--- src/ccs_regs.svh ---
/*
  ccs_regs.svh: register offsets, field positions, reset values and timing
  figures of the charge cycle state controller.
  Assumes a 50 MHz clock and a Wishbone bus with byte addresses.
*/
`ifndef CCS_REGS_SVH
`define CCS_REGS_SVH

// clock rate
`define CCS_CLK_MHZ 50
`define CCS_CLK_HZ (`CCS_CLK_MHZ * 1000000)

// termination comparator filter, in microseconds
`define CCS_TERM_FILTER_US 1000
`define CCS_TERM_FILTER_CYCLES (`CCS_TERM_FILTER_US * `CCS_CLK_MHZ)
// half period of the supply-good probe pulse, in microseconds
`define CCS_PROBE_HALF_US 10000
`define CCS_PROBE_HALF_CYCLES (`CCS_PROBE_HALF_US * `CCS_CLK_MHZ)
// safety timer
`define CCS_SEC_PER_HOUR 3600
`define CCS_TIMER_HOURS_DEF 6

// register byte offsets
`define CCS_REG_CTRL 8'h00
`define CCS_REG_STATUS 8'h04
`define CCS_REG_TIMER 8'h08

// control register fields and reset value
`define CCS_CTRL_SOFT_DISABLE 0
`define CCS_CTRL_TIMER_OFF 1
`define CCS_CTRL_RESET 2'h0

// status register fields
`define CCS_STAT_STATE_LSB 0
`define CCS_STAT_CHARGED 9
`define CCS_STAT_TIMER_RUN 10
`define CCS_STAT_SOURCE_AC 11
`define CCS_STAT_ENABLED 12

// build-time current ratios, in percent of the fast-charge current
`define CCS_PRECOND_PCT_DEF 10
`define CCS_TERM_PCT_DEF 7
`define CCS_FULL_PCT 100

`endif

--- src/ccs_pkg.sv ---
/*
  ccs_pkg: types of the charge cycle state controller.
  Assumes nothing beyond a SystemVerilog compiler.
*/
package ccs_pkg;

  typedef enum logic [8:0] {
    CCS_SHUTDOWN    = 9'b0_0000_0001,
    CCS_STANDBY     = 9'b0_0000_0010,
    CCS_PRECOND     = 9'b0_0000_0100,
    CCS_CONST_CURR  = 9'b0_0000_1000,
    CCS_CONST_VOLT  = 9'b0_0001_0000,
    CCS_COMPLETE    = 9'b0_0010_0000,
    CCS_TEMP_FAULT  = 9'b0_0100_0000,
    CCS_TIMER_FAULT = 9'b0_1000_0000,
    CCS_TEST        = 9'b1_0000_0000
  } ccs_state_t;

  // index of each comparator bit in the synchronised vector
  typedef enum int unsigned {
    CCS_IN_SUPPLY_VALID = 0,
    CCS_IN_ABOVE_REG    = 1,
    CCS_IN_AC_PRESENT   = 2,
    CCS_IN_THERMISTOR_INPUT_HIGH   = 3,
    CCS_IN_THERMISTOR_INPUT_LOW    = 4,
    CCS_IN_THERMISTOR_INPUT_TEST   = 5,
    CCS_IN_BATTERY      = 6,
    CCS_IN_BELOW_PRE    = 7,
    CCS_IN_AT_REG       = 8,
    CCS_IN_BELOW_RECHG  = 9,
    CCS_IN_TERM_CURR    = 10,
    CCS_IN_SET_OPEN     = 11,
    CCS_IN_USB_RANGE    = 12,
    CCS_IN_TIMER_EN_N   = 13,
    CCS_IN_COUNT        = 14
  } ccs_input_t;

endpackage

--- src/ccs_charge_ctrl.sv ---
/*
  ccs_charge_ctrl: charge cycle sequencer of a linear lithium-cell charger,
  with status open-drain outputs, safety timer and a Wishbone register slave.
  Assumes comparator results arrive asynchronously from the analog section,
  a 50 MHz clock, a synchronous active-high reset tied to lockout release,
  and a classic single-cycle Wishbone master.
*/
// What this block does
// RL1 - supply below lockout or within 100 mV of battery forces power-down
// RL2 - thermistor outside 0.25V to 1.20V window suspends charging at once
// RL3 - while suspended, pass transistor off, timer frozen, resume when back inside
// RL4 - thermistor above supply minus 100 mV with no battery enters system test
// RL5 - system test regulates at set voltage, current limit equals fast charge
// RL6 - leave system test only on thermistor release or power cycling
// RL7 - thermistor bias off in shutdown, standby and system test
// RL8 - thermistor pull-down only in standby and system test
// RL9 - status outputs only pull low or float, never drive high
// RL10 - shutdown all float; standby and faults: charge outputs float, supply-good low
// RL11 - precondition, constant current, constant voltage: first low, second floats, supply-good low
// RL12 - complete: first floats, others low; system test all three low
// RL13 - usb range select low picks 100 mA limit, high picks 500 mA
// RL14 - supply-good low when supply above lockout and above battery
// RL15 - supply below regulation plus 0.3V pulses supply-good while probing battery
// RL16 - timer enable input low runs the safety timer, high stops it
// RL17 - supply-good output and timer enable input are exclusive build options
// RL18 - current-set open or high disables device, ending any cycle
// RL19 - re-enable starts a new cycle, or recharge if already charged
// RL20 - precondition and termination currents are build-time ratios of fast charge
// RL21 - constant voltage ends on 1 ms filtered termination or timer expiry
// RL22 - timer expiry in fast charge latches timer fault until battery, set or power
// RL23 - in complete, battery below recharge threshold starts a new cycle
// RL24 - adapter preferred over usb; timer keeps counting across switch-over
// RL25 - every comparator result is synchronised before it steers transitions
// RL26 - safety timer period is a parameter on a prescaled clock, may be removed
`timescale 1ns/1ps
`include "ccs_regs.svh"

module ccs_charge_ctrl
  import ccs_pkg::*;
#(
  parameter int unsigned TIMER_HOURS = `CCS_TIMER_HOURS_DEF,
  parameter int unsigned SEC_CYCLES = `CCS_CLK_HZ,
  parameter int unsigned TERM_FILTER_CYCLES = `CCS_TERM_FILTER_CYCLES,
  parameter int unsigned PROBE_HALF_CYCLES = `CCS_PROBE_HALF_CYCLES,
  parameter bit HAS_SUPPLY_GOOD = 1'b1,
  parameter logic [7:0] PRECOND_PCT = 8'(`CCS_PRECOND_PCT_DEF),
  parameter logic [7:0] TERM_PCT = 8'(`CCS_TERM_PCT_DEF)
) (
  // clock and reset
  input wire logic clk_i,
  input wire logic rst_i,
  // wishbone slave
  input wire logic cyc_i,
  input wire logic stb_i,
  input wire logic we_i,
  input wire logic [7:0] adr_i,
  input wire logic [3:0] sel_i,
  input wire logic [31:0] dat_i,
  output logic [31:0] dat_o,
  output logic ack_o,
  // analog comparator results, asynchronous
  input wire logic supply_valid_i,
  input wire logic supply_above_reg_i,
  input wire logic ac_present_i,
  input wire logic thermistor_input_high_i,
  input wire logic thermistor_input_low_i,
  input wire logic thermistor_input_test_i,
  input wire logic battery_present_i,
  input wire logic vbat_below_precond_i,
  input wire logic vbat_at_reg_i,
  input wire logic vbat_below_recharge_i,
  input wire logic term_current_i,
  // user pins, asynchronous
  input wire logic current_set_open_i,
  input wire logic usb_range_select_i,
  input wire logic safety_timer_enable_n_i,
  // analog controls
  output logic pass_enable_o,
  output logic source_ac_o,
  output logic usb_high_range_o,
  output logic ldo_mode_o,
  output logic [7:0] current_ratio_o,
  output logic [7:0] term_ratio_o,
  output logic thermistor_bias_current_en_o,
  output logic thermistor_input_pulldown_en_o,
  output logic timer_run_o,
  // open-drain status pins
  output logic charging_indicator_o,
  output logic charging_indicator_oe_n_o,
  output logic done_indicator_o,
  output logic done_indicator_oe_n_o,
  output logic supply_good_out_o,
  output logic supply_good_out_oe_n_o
);

  localparam int CW = 26;
  localparam int N = CCS_IN_COUNT;
  localparam logic [15:0] TIMER_LIMIT = 16'(TIMER_HOURS * `CCS_SEC_PER_HOUR);
  localparam logic [CW-1:0] SEC_LAST = CW'(SEC_CYCLES - 1);
  localparam logic [CW-1:0] FILT_LAST = CW'(TERM_FILTER_CYCLES - 1);
  localparam logic [CW-1:0] PROBE_LAST = CW'(PROBE_HALF_CYCLES - 1);

  typedef struct packed {
    logic [N-1:0] s1;
    logic [N-1:0] s2;
    logic [N-1:0] s3;
    logic [N-1:0] filt;
    ccs_state_t state;
    ccs_state_t resume;
    logic charged;
    logic [CW-1:0] presc;
    logic [15:0] timer;
    logic [CW-1:0] filt_cnt;
    logic [CW-1:0] probe_cnt;
    logic probe_low;
    logic [1:0] ctrl;
    logic ack;
    logic [31:0] dat;
    logic pass_en;
    logic src_ac;
    logic usb_high;
    logic ldo;
    logic [7:0] ratio;
    logic bias_en;
    logic pd_en;
    logic timer_run;
    logic chg_oe_n;
    logic done_oe_n;
    logic pg_oe_n;
  } ccs_regs_t;

  ccs_regs_t st_reg;
  ccs_regs_t st_next;

  logic [N-1:0] raw_in;
  assign raw_in = {safety_timer_enable_n_i, usb_range_select_i, current_set_open_i, term_current_i,
                   vbat_below_recharge_i, vbat_at_reg_i, vbat_below_precond_i, battery_present_i,
                   thermistor_input_test_i, thermistor_input_low_i, thermistor_input_high_i, ac_present_i, supply_above_reg_i,
                   supply_valid_i};

  always_comb begin
    logic [N-1:0] agree;
    logic supply_ok;
    logic batt;
    logic enabled;
    logic thermistor_input_bad;
    logic test_req;
    logic timer_on;
    logic timer_done;
    logic active;
    logic sec_tick;
    logic wb_req;
    ccs_state_t start_st;
    agree = '0;
    supply_ok = 1'b0;
    batt = 1'b0;
    enabled = 1'b0;
    thermistor_input_bad = 1'b0;
    test_req = 1'b0;
    timer_on = 1'b0;
    timer_done = 1'b0;
    active = 1'b0;
    sec_tick = 1'b0;
    wb_req = 1'b0;
    start_st = CCS_PRECOND;
    st_next = st_reg;

    // three stages; a change counts once the last two agree
    st_next.s1 = raw_in; // RL25
    st_next.s2 = st_reg.s1;
    st_next.s3 = st_reg.s2;
    agree = ~(st_reg.s2 ^ st_reg.s3);
    st_next.filt = (st_reg.s3 & agree) | (st_reg.filt & ~agree); // RL25

    supply_ok = st_reg.filt[CCS_IN_SUPPLY_VALID];
    batt = st_reg.filt[CCS_IN_BATTERY];
    enabled = !st_reg.filt[CCS_IN_SET_OPEN] && !st_reg.ctrl[`CCS_CTRL_SOFT_DISABLE]; // RL18
    thermistor_input_bad = st_reg.filt[CCS_IN_THERMISTOR_INPUT_HIGH] || st_reg.filt[CCS_IN_THERMISTOR_INPUT_LOW]; // RL2
    test_req = st_reg.filt[CCS_IN_THERMISTOR_INPUT_TEST] && !batt; // RL4
    // timer pin exists only on the variant without supply-good
    timer_on = (TIMER_HOURS != 0) && !st_reg.ctrl[`CCS_CTRL_TIMER_OFF] &&
               (HAS_SUPPLY_GOOD || !st_reg.filt[CCS_IN_TIMER_EN_N]); // RL16 RL17 RL26
    timer_done = timer_on && (st_reg.timer >= TIMER_LIMIT);
    start_st = st_reg.filt[CCS_IN_BELOW_PRE] ? CCS_PRECOND : CCS_CONST_CURR;
    active = (st_reg.state == CCS_PRECOND) || (st_reg.state == CCS_CONST_CURR) ||
             (st_reg.state == CCS_CONST_VOLT);

    // prescaled safety timer; frozen outside active charge
    if (active && timer_on) begin
      sec_tick = (st_reg.presc == SEC_LAST);
      st_next.presc = sec_tick ? '0 : st_reg.presc + CW'(1); // RL26
      if (sec_tick && !timer_done) begin
        st_next.timer = st_reg.timer + 16'h0001; // RL24
      end
    end

    // termination filter counts only an unbroken assertion in constant voltage
    if (st_reg.state == CCS_CONST_VOLT && st_reg.filt[CCS_IN_TERM_CURR]) begin
      if (st_reg.filt_cnt != FILT_LAST) begin
        st_next.filt_cnt = st_reg.filt_cnt + CW'(1); // RL21
      end
    end else begin
      st_next.filt_cnt = '0;
    end

    case (st_reg.state)
      CCS_SHUTDOWN: begin
        if (supply_ok) begin
          st_next.state = CCS_STANDBY;
        end
      end
      CCS_STANDBY: begin
        if (test_req) begin
          st_next.state = CCS_TEST; // RL4
        end else if (batt && enabled) begin
          if (st_reg.charged) begin
            st_next.state = CCS_COMPLETE; // RL19
          end else begin
            st_next.state = start_st; // RL19
            st_next.timer = '0;
            st_next.presc = '0;
          end
        end
      end
      CCS_PRECOND, CCS_CONST_CURR, CCS_CONST_VOLT: begin
        if (!batt || !enabled) begin
          st_next.state = CCS_STANDBY; // RL18
          st_next.charged = st_reg.charged && batt;
        end else if (thermistor_input_bad) begin
          st_next.state = CCS_TEMP_FAULT; // RL2
          st_next.resume = st_reg.state; // RL3
        end else if (st_reg.state == CCS_PRECOND) begin
          if (timer_done) begin
            st_next.state = CCS_TIMER_FAULT;
          end else if (!st_reg.filt[CCS_IN_BELOW_PRE]) begin
            st_next.state = CCS_CONST_CURR;
            st_next.timer = '0; // timer restarts on fast charge entry
            st_next.presc = '0;
          end
        end else if (st_reg.state == CCS_CONST_CURR) begin
          if (timer_done) begin
            st_next.state = CCS_TIMER_FAULT; // RL22
          end else if (st_reg.filt[CCS_IN_AT_REG]) begin
            st_next.state = CCS_CONST_VOLT;
          end
        end else if (timer_done || st_reg.filt_cnt == FILT_LAST) begin
          st_next.state = CCS_COMPLETE; // RL21
          st_next.charged = 1'b1;
        end
      end
      CCS_TEMP_FAULT: begin
        if (!batt || !enabled) begin
          st_next.state = CCS_STANDBY;
        end else if (!thermistor_input_bad) begin
          st_next.state = st_reg.resume; // RL3
        end
      end
      CCS_TIMER_FAULT: begin
        if (!batt || !enabled) begin
          st_next.state = CCS_STANDBY; // RL22
        end
      end
      CCS_COMPLETE: begin
        if (!batt) begin
          st_next.state = CCS_STANDBY;
          st_next.charged = 1'b0;
        end else if (!enabled) begin
          st_next.state = CCS_STANDBY; // RL18
        end else if (st_reg.filt[CCS_IN_BELOW_RECHG]) begin
          st_next.state = start_st; // RL23
          st_next.timer = '0;
          st_next.presc = '0;
        end
      end
      CCS_TEST: begin
        if (!st_reg.filt[CCS_IN_THERMISTOR_INPUT_TEST]) begin
          st_next.state = CCS_STANDBY; // RL6
        end
      end
      default: begin
        st_next.state = CCS_SHUTDOWN;
      end
    endcase

    // lockout wins over every other transition, including test mode
    if (!supply_ok) begin
      st_next.state = CCS_SHUTDOWN; // RL1
      st_next.charged = 1'b0;
    end

    // battery probe pulse while supply sits below regulation plus margin
    if (st_next.state == CCS_STANDBY && !st_reg.filt[CCS_IN_ABOVE_REG]) begin
      if (st_reg.probe_cnt == PROBE_LAST) begin
        st_next.probe_cnt = '0;
        st_next.probe_low = !st_reg.probe_low; // RL15
      end else begin
        st_next.probe_cnt = st_reg.probe_cnt + CW'(1);
      end
    end else begin
      st_next.probe_cnt = '0;
      st_next.probe_low = 1'b1;
    end

    // state outputs decoded from the next state so the pins follow it in the same edge
    st_next.pass_en = (st_next.state == CCS_PRECOND) || (st_next.state == CCS_CONST_CURR) ||
                      (st_next.state == CCS_CONST_VOLT) || (st_next.state == CCS_TEST); // RL3
    st_next.ldo = (st_next.state == CCS_TEST); // RL5
    st_next.ratio = (st_next.state == CCS_PRECOND) ? PRECOND_PCT : 8'(`CCS_FULL_PCT); // RL20 RL5
    st_next.src_ac = st_reg.filt[CCS_IN_AC_PRESENT]; // RL24
    st_next.usb_high = st_reg.filt[CCS_IN_USB_RANGE]; // RL13
    st_next.timer_run = timer_on &&
                        ((st_next.state == CCS_PRECOND) || (st_next.state == CCS_CONST_CURR) ||
                         (st_next.state == CCS_CONST_VOLT));
    st_next.bias_en = !((st_next.state == CCS_SHUTDOWN) || (st_next.state == CCS_STANDBY) ||
                        (st_next.state == CCS_TEST)); // RL7
    st_next.pd_en = (st_next.state == CCS_STANDBY) || (st_next.state == CCS_TEST); // RL8
    st_next.chg_oe_n = !((st_next.state == CCS_PRECOND) || (st_next.state == CCS_CONST_CURR) ||
                         (st_next.state == CCS_CONST_VOLT) || (st_next.state == CCS_TEST)); // RL10 RL11
    st_next.done_oe_n = !((st_next.state == CCS_COMPLETE) || (st_next.state == CCS_TEST)); // RL12
    st_next.pg_oe_n = !(HAS_SUPPLY_GOOD && (st_next.state != CCS_SHUTDOWN) &&
                        st_next.probe_low); // RL14 RL15 RL17

    // single-cycle slave: ack one cycle after the request, writes land on the edge that ends the ack cycle
    wb_req = cyc_i && stb_i;
    st_next.ack = wb_req && !st_reg.ack;
    if (wb_req && st_reg.ack && we_i && sel_i[0] && adr_i == `CCS_REG_CTRL) begin
      st_next.ctrl = dat_i[1:0];
    end
    if (wb_req && !st_reg.ack) begin
      case (adr_i)
        `CCS_REG_CTRL: st_next.dat = {30'h0000_0000, st_reg.ctrl};
        `CCS_REG_STATUS: st_next.dat = {19'h0_0000, enabled, st_reg.filt[CCS_IN_AC_PRESENT],
                                        st_reg.timer_run, st_reg.charged, st_reg.state};
        `CCS_REG_TIMER: st_next.dat = {16'h0000, st_reg.timer};
        default: st_next.dat = 32'h0000_0000;
      endcase
    end else begin
      st_next.dat = 32'h0000_0000;
    end
  end

  always_ff @(posedge clk_i) begin
    if (rst_i) begin
      st_reg <= '0;
      st_reg.state <= CCS_SHUTDOWN;
      st_reg.resume <= CCS_PRECOND;
      st_reg.ctrl <= `CCS_CTRL_RESET;
      st_reg.probe_low <= 1'b1;
      st_reg.ratio <= 8'(`CCS_FULL_PCT);
      st_reg.chg_oe_n <= 1'b1;
      st_reg.done_oe_n <= 1'b1;
      st_reg.pg_oe_n <= 1'b1;
    end else begin
      st_reg <= st_next;
    end
  end

  assign dat_o = st_reg.dat;
  assign ack_o = st_reg.ack;
  assign pass_enable_o = st_reg.pass_en;
  assign source_ac_o = st_reg.src_ac;
  assign usb_high_range_o = st_reg.usb_high;
  assign ldo_mode_o = st_reg.ldo;
  assign current_ratio_o = st_reg.ratio;
  assign term_ratio_o = TERM_PCT; // RL20
  assign thermistor_bias_current_en_o = st_reg.bias_en;
  assign thermistor_input_pulldown_en_o = st_reg.pd_en;
  assign timer_run_o = st_reg.timer_run;
  // open-drain pins only ever pull low
  assign charging_indicator_o = 1'b0; // RL9
  assign charging_indicator_oe_n_o = st_reg.chg_oe_n;
  assign done_indicator_o = 1'b0; // RL9
  assign done_indicator_oe_n_o = st_reg.done_oe_n;
  assign supply_good_out_o = 1'b0; // RL9
  assign supply_good_out_oe_n_o = st_reg.pg_oe_n;

endmodule // ccs_charge_ctrl

--- config.mk ---
export PLATFORM = sky130hd
export DESIGN_NAME = ccs_charge_ctrl
export DESIGN_NICKNAME = d
export VERILOG_FILES = /design/src/ccs_pkg.sv /design/src/ccs_charge_ctrl.sv
export VERILOG_INCLUDE_DIRS = /design/src /design/src/src
export SDC_FILE = /design/constraint.sdc
export NUM_CORES = 1
export LEC_CHECK = 0
export ABC_CLOCK_PERIOD_IN_PS = 6600
export BUFFER_PORTS_ARGS = -buffer_cell sky130_fd_sc_hd__buf_2
export CORE_UTILIZATION = 48
export CTS_CLUSTER_SIZE = 28
export DETAILED_ROUTE_END_ITERATION = 10
export HOLD_SLACK_MARGIN = 0.08
export PLACE_DENSITY = 0.69
export RECOVER_POWER = 25
export SETUP_SLACK_MARGIN = 0.5
export SKIP_CTS_REPAIR_TIMING = 1
export SLEW_MARGIN = 20
export SYNTH_ARGS = -nofsm -noshare
export SYNTH_HDL_FRONTEND = slang
export SYNTH_SLANG_ARGS = --single-unit
--- constraint.sdc ---
create_clock -name clk_i -period 6.6 [get_ports clk_i]
set_input_delay 0.99 -clock clk_i [delete_from_list [all_inputs] [get_ports clk_i]]
set_output_delay 0.99 -clock clk_i [all_outputs]
set_load 0.1 [all_outputs]
* Word-level counts from Yosys, hierarchy flattened *
Cells that the tools add are included.
Widths: inputs -> output; s select.

operators by class
  reductions and logical operators = 51
  add/subtract/negate cells = 4
  bitwise logic cells = 11
  multiplexer cells = 47
  eq/ne operators = 28
  $lt $le $gt $ge = 1

operator list
  kind                   count
  $mux 42                11
  $mux 9                 19
  $pmux 42 s3            1
  $add 26x1->26 const B  3
  $pmux 9 s7             1
  $pmux 16 s3            1
  $mux 43                1
  $and 14x14->14         2
  $not 14->14            2
  $eq 26x16->1 const B   1
  $eq 26x19->1 const B   1
  $eq 26x26->1 const B   1
  $mux 26                1
  $ne 26x16->1 const B   1
  $eq 9x1->1 const B     2
  $eq 9x2->1 const B     2
  $eq 9x3->1 const B     2
  $eq 9x4->1 const B     2
  $eq 9x5->1 const B     2
  $eq 9x6->1 const B     2
  $eq 9x9->1 const B     2
  $logic_and 1x1->1      17
  $add 16x1->16 const B  1
  $ge 16x15->1 const B   1
  other kinds (24)       63

storage, ports and cells
  bits of input ports = 63
  output and inout bits = 62
  flip-flop bits (word level) = 223

* Depth between registers and ports, before layout *
Gate-level depths: netlist (run 1).

  word-level depth = 15
  gate-level depth with buffers = 11
  depth with buffers taken out = 9

* Worst setup path after synthesis (run 1) *
Ideal clock, no wire load.

  path type = register -> register
  from = reg st_reg[84] (netlist name)
  to = reg st_reg, in the netlist timer_run_o
  stages on the path, launching flop included = 9
  arrival = 2414 ps
  required time = 6485 ps
  setup time = 115 ps
  slack = 4071 ps
  path through = dfxtp_1 or4_1 or3_4 o221ai_2 a211oi_1 o21a_1 or2_0 a311o_1 and3_1

between the ends
  word-level cells in the longest chain between the ends = 13

RTL lines
  what                                             RTL line                RTL
  from (decl)                                      ccs_charge_ctrl.sv:132  ccs_regs_t st_reg;
  from (signal assigned)                           ccs_charge_ctrl.sv:354  st_reg <= st_next;
  $eq 26x16->1 *                                   ccs_charge_ctrl.sv:246  end else if (timer_done || st_reg.filt_cnt == FILT_LAST) begin
  $logic_or 1x1->1 *                               ccs_charge_ctrl.sv:246
  $mux 9 *                                         ccs_charge_ctrl.sv:246
  $mux 9 *                                         ccs_charge_ctrl.sv:240  end else if (st_reg.state == CCS_CONST_CURR) begin
  $mux 9 *                                         ccs_charge_ctrl.sv:232  end else if (st_reg.state == CCS_PRECOND) begin
  $mux 9 *                                         ccs_charge_ctrl.sv:229  end else if (thermistor_input_bad) begin
  $mux 9 *                                         ccs_charge_ctrl.sv:226  if (!batt || !enabled) begin
  $pmux 9 s7 *                                     ccs_charge_ctrl.sv:206  case (st_reg.state)
  $mux 9 *                                         ccs_charge_ctrl.sv:286  if (!supply_ok) begin
  $eq 9x3->1 / $eq 9x4->1 (equally long branches)  ccs_charge_ctrl.sv:312  ((st_next.state == CCS_PRECOND) || (st_next.state == CCS_CONST_CURR) ||
  $logic_or 1x1->1                                 ccs_charge_ctrl.sv:312
  $logic_or 1x1->1 *                               ccs_charge_ctrl.sv:312
  $logic_and 1x1->1 *                              ccs_charge_ctrl.sv:311  st_next.timer_run = timer_on &&

Mark *: on every way between the ends. The rest lies on a longest branch, timed or not.
A chain may end at the register's enable or synchronous reset.

* Worst setup path after layout (run 1) *
  from = in rst_i
  to = reg st_reg, in the netlist dat_o[0]

between the ends
  word-level cells in the longest chain between the ends = 1

RTL lines
  what                              RTL line               RTL
  from (decl)                       ccs_charge_ctrl.sv:51  input wire logic rst_i,
  $reduce_or 2->1 (no source line)  n/a

No other way between the ends.

==> impl_results.md, run 1 <==
- Initial DRT Pass Iterations: 8
- Clock network fraction of total power: 45.1%
- RSZ-0062 raised after global routing: false
- Total buffers and inverters traversed by the critical path: 2
- Warnings, synthesis: 0
- Post-DP HPWL: 12,600 um
- Starting utilization of the core area: 49.6%
- DR vias: 6,980
- Register-to-register path setup slack: approximately 3400 ps
- CP endpoint kind: register
- Die height: 139 um
- Synth area leaders: dfxtp_1 (44%), nor2_1 (6.4%), buf_4 (4.3%)
- Post-synth design cell area: 0.00903 mm2
- Number of flip-flops under the largest register name: 129
- Most instantiated library cell after synthesis: dfxtp_1
- Sequential area share after synthesis: 43.7%
- Mean post-synth cell area: 8.65 um2
- Core Region: 0.0182 mm2
- Worst path setup slack after routing: 2810 ps
- Rel. slew slack: -21.3%
- Ranking of synthesized cells by instance count: dfxtp_1 (197), nor2_1 (153), nand2_1 (95)
- Vias per inst: roughly 5.3
- Peak supply drop: 0.000174 V
- Final Util: 53.6%
- Depth of the most critical reg-to-reg path: 8
- Outcome: complete, but fails checks
- Combinational power share: around 4.6%
- Clock-pin slew reported for the worst setup and hold paths after clock tree synthesis: 70 ps
- Worst Setup Path Type: input port to register
- Period minus WS final: 3790 ps
- Tightest Hold Check Type: register to register
- Cells traversed along the worst timing path: clkbuf_1, clkbuf_1, nor3_1, nand4_1, nor2_1
- Largest net degree at the start of global routing: between 40 and 50
- Arrival time reported for the critical path endpoint: 4090 ps
- Hold path endpoint: st_next[188]
- Worst reg2reg endpoint: st_reg[127]
- Net switching power: 0.000569 W
- Number of antenna cells inserted: 0
- Final Max Slew Viols: 45
- Maximum cell stage delay along the critical path: about 1400 ps
- Worst-Skew Late Latency: 430 ps
- Detail Route Antenna Nets: 0
- Final Hold Viols: 0
- Number of library cell types mapped by synthesis: 80
- Power density of the placed cells: 245 mW/mm2
- Buffers from clock root to sink, at most: 2
- Routability-driven placement congestion ratio: slightly above 0.9
- Clk sink count: approximately 200
- Violated checks: design-rule violations, max-capacitance violations, max-slew violations
- Slew at the pin closest to its max-slew limit: 1820 ps
- Final layout net count: ~1,100
- Cell Int Power: 0.00182 W
- Antenna violations before repair: 0
- Startpoint types: input port
- Setup slack after placement: 3370 ps
- H-tree levels: 4
- Power consumption: 0.00239 W
- Die Width: 139 um
- Kind of cell adding the most delay to the critical path: buffers and inverters
- Tcrit/Tclk final: 57.4%
- Relative contribution of sequential cells to total power: 50.4%
- Max stage delay cell, worst path: clkbuf_1
- Routed WL: 17,800 um
- Total of flip-flops plus latches after synthesis: 197
- Synthesized instance count: 1,044
- Count of cells along the worst hold path: 1
- Wire length of the first global-routing pass: a little over 30,000 um
- Maximum fanout along the worst path: 44
- Number of flops mapped to enable cells by yosys: 0
- Vias in the first global route: 6,316
- Setup-failing EPs final: 0
- Leak Pwr: 3.49 nW
- Number of maximum-capacitance constraint violations: 1
- Max Clock Freq: 264 MHz
- Iteration-0 DRC count of the detailed router: 412
- Proportion of synthesized flip-flops having asynchronous set or reset: 0%
- Start point of the worst hold path: st_next[202]
- Cell type with the largest total area after synthesis: dfxtp_1
- Critical path's most frequent cell: clkbuf_1
- Clock buffer count from CTS: 17
- Switching portion of total power: 23.8%
- Hold slack: 436 ps
- Ports placed on the boundary: between 100 and 150
- Overall die area: 0.0194 mm2
- Sum Neg Setup Slack: 0 ps
- All-Layer GR Usage: 19.3%
- Share of Yosys cell area claimed by the top area cell type: 43.7%
- Main flop type after synthesis: dfxtp_1
- TritonCTS clock tree: yes
- Largest clock skew in the final design: between 9 and 10 ps
- Overall overflow remaining after global route: 0
- Worst Path Required: 6900 ps
- Number of port buffers: 60
- Cell row count: between 40 and 50
- Detailed-route DRC error count: 8
- Growth of design area from synthesis to finish: 8.08%
- Average wire per cell in the routed design: between 10 and 15 um
- Share of cells above drive strength 1: 12.0%
- RR Startpoint: st_reg[165]
- Clock tree root driver cell: clkbuf_16
routing by layer:
metal	global-route usage (%)	share of wire, %	vias to the layer above	wire, um
met4	7.02	2.0	0	350
met1	26.5	49	3223	8660
met2	30.1	45	198	7950
li1	-	-	3524	-
met5	0	0	-	0
met3	3.63	4.9	35	870
layout make-up:
class                           count  area (um2)
Sequential cell                   197        3940
Tap cell                          229         287
Clock buffer                       17         425
Inverter                           18        67.6
Timing Repair Buffer               62         310
Fill cell                        1677        8450
Clock inverter                     15         191
Multi-Input combinational cell    767        4530
worst max-delay path by stage:
stage / end / start / cells past startpoint / slack [ps]
6_report: dat_o[0] / rst_i / 5 / 2810
3_5_place_dp: st_reg[127] / st_reg[165] / 8 / 3370
5_1_grt: dat_o[4] / rst_i / 5 / 2310
2_1_floorplan: timer_run_o / st_reg[84] / 8 / 4070
3_3_place_gp: st_reg[129] / st_reg[165] / 8 / 3360
4_1_cts: st_reg[127] / st_reg[165] / 8 / 3330
power groups by stage:
stage	combinational, W	sequential (W)	clock, W
after floorplan	0.000107	0.00123	0
after global placement	0.000109	0.00123	0
after detailed placement	0.000109	0.00123	0
after CTS	0.000109	0.00120	0.00110
after global routing	0.000114	0.00120	0.00116
final	0.000109	0.00120	0.00108
kinds of logic (layout without fill, tap and decap cells):
logic type,count (synthesis),in the layout,synth area share (%)
flops,197,197,43.7
fa+ha+maj,5,5,0.693
compound gates,130,130,9.70
mux,14,14,1.58
xor+xnor,80,80,7.76
simple gates,508,508,29.2
other cells,2,30,0.0832
buf+inv,108,112,7.27
cells in the final DEF, fill, tap and decap left out, types with 3 or more instances in the layout:
cell type / Yosys / final
a2111oi_2: 3 / 3
a211oi_1: 3 / 3
a21boi_0: 3 / 3
a21o_1: 3 / 3
a21oi_1: 42 / 42
a22oi_1: 12 / 12
and2_1: 9 / 9
and3_1: 26 / 26
and4_1: 4 / 4
buf_2: 11 / 59
bufinv_16: 0 / 3
clkbuf_16: 0 / 17
clkinvlp_4: 0 / 4
conb_1: 2 / 30
dfxtp_1: 197 / 197
ha_1: 5 / 5
inv_1: 18 / 18
inv_6: 0 / 4
mux2i_1: 12 / 12
nand2_1: 95 / 95
nand2b_1: 5 / 5
nand3_1: 39 / 39
nand3b_1: 4 / 4
nand4_1: 19 / 19
nand4b_1: 3 / 3
nor2_1: 153 / 153
nor2b_1: 50 / 50
nor3_1: 22 / 22
nor3b_1: 5 / 5
nor4_1: 14 / 14
nor4_2: 4 / 4
nor4b_1: 10 / 10
o211ai_1: 3 / 3
o21ai_0: 34 / 34
or2_1: 3 / 3
or2_2: 4 / 4
or3_1: 14 / 14
xnor2_1: 37 / 37
xor2_1: 43 / 43
per-stage QoR:
stage | cell area, um2 | std cells
5_1_grt | 9760 | 1305
3_5_place_dp | 9150 | 1273
6_report | 9760 | 1305
3_3_place_gp | 9150 | 1273
2_1_floorplan | 9140 | 1072
4_1_cts | 9760 | 1305
(Power assumes the default switching activity.)
==> run 2, diff against run 1 <==
--- a/config.mk
+++ b/config.mk
@@ -6,7 +6,7 @@
 export SDC_FILE = /design/constraint.sdc
 export NUM_CORES = 1
 export LEC_CHECK = 0
-export ABC_CLOCK_PERIOD_IN_PS = 6600
+export ABC_CLOCK_PERIOD_IN_PS = 3700
 export BUFFER_PORTS_ARGS = -buffer_cell sky130_fd_sc_hd__buf_2
 export CORE_UTILIZATION = 48
 export CTS_CLUSTER_SIZE = 28
==> constraint.sdc (replaced) <==
create_clock -name clk_i -period 3.7 [get_ports clk_i]
set_input_delay 0.555 -clock clk_i [delete_from_list [all_inputs] [get_ports clk_i]]
set_output_delay 0.555 -clock clk_i [all_outputs]
set_load 0.1 [all_outputs]
==> run 2 against run 1 <==
  * The run still ends with design-rule violations, max-capacitance violations, max-slew violations left
  * Die area did not move
  * Via count rose by 0.16%
  * Global-route usage rose by 0.63 points
  * Register-to-register slack got worse by 2700 ps
  * Count of clock-buffer cells in the layout rose by 2
  * Critical path depth rose by 3
  * Sequential share of layout area fell by 0.26 points
  * Hold slack got worse by 120 ps
  * Utilization rose by 0.36 points
  * Highest routed layer unchanged
==> impl_results.md, run 2 (synthesis results as in run 1) <==
- Rel. slew slack: -16.1% (+5.1 points)
- TritonCTS clock tree: yes
- Final Hold Viols: 0 (unchanged)
- Starting utilization of the core area: 49.6% (unchanged)
- Final Max Slew Viols: 43 (-4.4%)
- Number of antenna cells inserted: 0 (unchanged)
- Slew at the pin closest to its max-slew limit: 1740 ps (-77.0 ps)
- Vias in the first global route: 6,401 (+1.3%)
- Antenna violations before repair: 0 (unchanged)
- Sum Neg Setup Slack: 0 ps (unchanged)
- Worst Path Required: 4030 ps (-2870 ps)
- Number of maximum-capacitance constraint violations: 1 (unchanged)
- Overall die area: 0.0194 mm2 (unchanged)
- Wire length of the first global-routing pass: 31,100 um (+1.5%)
- Growth of design area from synthesis to finish: 8.81%
- Peak supply drop: 0.000329 V (+89%)
- Detailed-route DRC error count: 8 (unchanged)
- Clk sink count: 197 (unchanged)
- Area of all placed cells without fillers: 0.00983 mm2 (+0.68%)
- Ports placed on the boundary: 125 (unchanged)
- Worst Setup Path Type: register to register
- Arrival time reported for the critical path endpoint: 3340 ps (-750 ps)
- Startpoint types: register
- Number of flip-flops under the largest register name: 129 (unchanged)
- Routed WL: 18,400 um (+3.2%)
- Maximum fanout along the worst path: 11 (-75%)
- Worst-Skew Late Latency: 440 ps (about the same)
- CP endpoint kind: register
- Most frequent cells in the layout: dfxtp_1 (196), nor2_1 (153), nand2_1 (95), buf_2 (59), nor2b_1 (50)
- Core Region: 0.0182 mm2 (unchanged)
- RSZ-0062 raised after global routing: true
- Buffers from clock root to sink, at most: 2 (unchanged)
- Share of cells above drive strength 1: 13.1% (+1.1 points)
- Power density of the placed cells: 418 mW/mm2 (+71%)
- Routability-driven placement congestion ratio: 0.953 (+2.7%)
- RR Startpoint: st_reg[159]
- Leak Pwr: 3.54 nW (+1.3%)
- Overall overflow remaining after global route: 0 (unchanged)
- Met1 demand-to-capacity share in global routing: 27.2% (+0.69 points)
- Max Clock Freq: 332 MHz
- Iteration-0 DRC count of the detailed router: 509 (+24%)
- Power consumption: 0.00411 W (+72%)
- Final layout net count: 1,145 (+1.2%)
- Outcome: complete, but fails checks
- Vias per inst: 5.30 (-0.91%)
- Tightest Hold Check Type: input port to register
- Met2 Resource Use GR: 31.2% (+1.1 points)
- Largest clock skew in the final design: 12.8 ps (+3.49 ps)
- Largest net degree at the start of global routing: 43 (-4.4%)
- Placed inst area: 0.00924 mm2 (+0.98%)
- Die height: 139 um (unchanged)
- Die Width: 139 um (unchanged)
- Final Util: 54.0% (+0.36 points)
- Violated checks: design-rule violations, max-capacitance violations, max-slew violations
- Post-DP HPWL: 13,100 um (+3.8%)
- Setup-failing EPs final: 0 (unchanged)
- Clock tree root driver cell: clkbuf_16
- Clock-pin slew reported for the worst setup and hold paths after clock tree synthesis: 70 ps (about the same)
- Cell row count: 49 (unchanged)
- Crit path launch: st_reg[159]
- Tcrit/Tclk final: 81.4%
- Period minus WS final: around 3000 ps
- H-tree levels: 4 (unchanged)
- DR vias: 6,991 (+0.16%)
- Average wire per cell in the routed design: 14.0 um (+2.1%)
- Met3 usage in global routing: 3.73% (+0.10 points)
- Most common cell after layout, fill and taps aside: dfxtp_1
- Highest-utilization routing layer at the global route stage: met2
- All-Layer GR Usage: 19.9% (+0.63 points)
- Initial DRT Pass Iterations: 8 (unchanged)
- Start point of the worst hold path: thermistor_input_high_i
- Number of port buffers: 60 (unchanged)
- Detail Route Antenna Nets: 0 (unchanged)
- Clock buffer count from CTS: 17 (unchanged)
==> run 2: changes by cell type in the layout (fill, tap and decap cells not counted), sizes merged <==
cell / before / now
bufinv: 3 / 1
clkbuf: 19 / 22
clkinv: 2 / 6
inv: 24 / 22
clkinvlp: 4 / 2
buf: 60 / 73
==> run 2: stage by stage <==
stage | instances | setup slack, ps | hold WS, ps
after CTS | 1317 | 646 | 310
after floorplan | 1072 | 1170 | 414
after global routing | 1319 | 498 | 323
final | 1319 | 689 | 318
after global placement | 1285 | 696 | 422
after detailed placement | 1285 | 673 | 425
==> run 2: power by group <==
group          switching (W)  internal (W)  leakage, nW
clock               0.000832      0.000937        0.270
combinational       0.000170     0.0000263         1.67
sequential        0.00000781       0.00214         1.59
total                0.00101       0.00310         3.54
==> run 2: cell type report <==
cell class / instances / area [um2]
clock inverter: 13 / 124
inverter: 18 / 67.6
clock buffer: 19 / 433
multi-input combinational: 767 / 4560
sequential: 197 / 3950
tap: 229 / 287
fill: 1742 / 8380
timing repair buffer: 76 / 412
==> run 2: path summary, 6_finish.rpt <==
path,to,slack (ps),cells past startpoint
worst max-delay path,pass_enable_o,690,8
worst min-delay path,st_next[198],320,2
worst max register to register,pass_enable_o,690,8
worst min register to register,st_next[192],440,1
==> run 2: metal layers <==
| metal | wire [um] | share of wire (%) |
|---|---|---|
| met5 | 0 | 0 |
| met4 | 297 | 1.6 |
| met3 | 864 | 4.7 |
| met2 | 8190 | 45 |
| met1 | 9050 | 49 |
==> run 2: critical path: stages, from the launching register on <==
cell,delay (ps)
dfxtp_1,450
nor4_2,410
nand4_1,390
a211oi_1,550
o211ai_1,200
a21oi_2,280
nor2_4,80
a311o_1,360
a21o_1,190
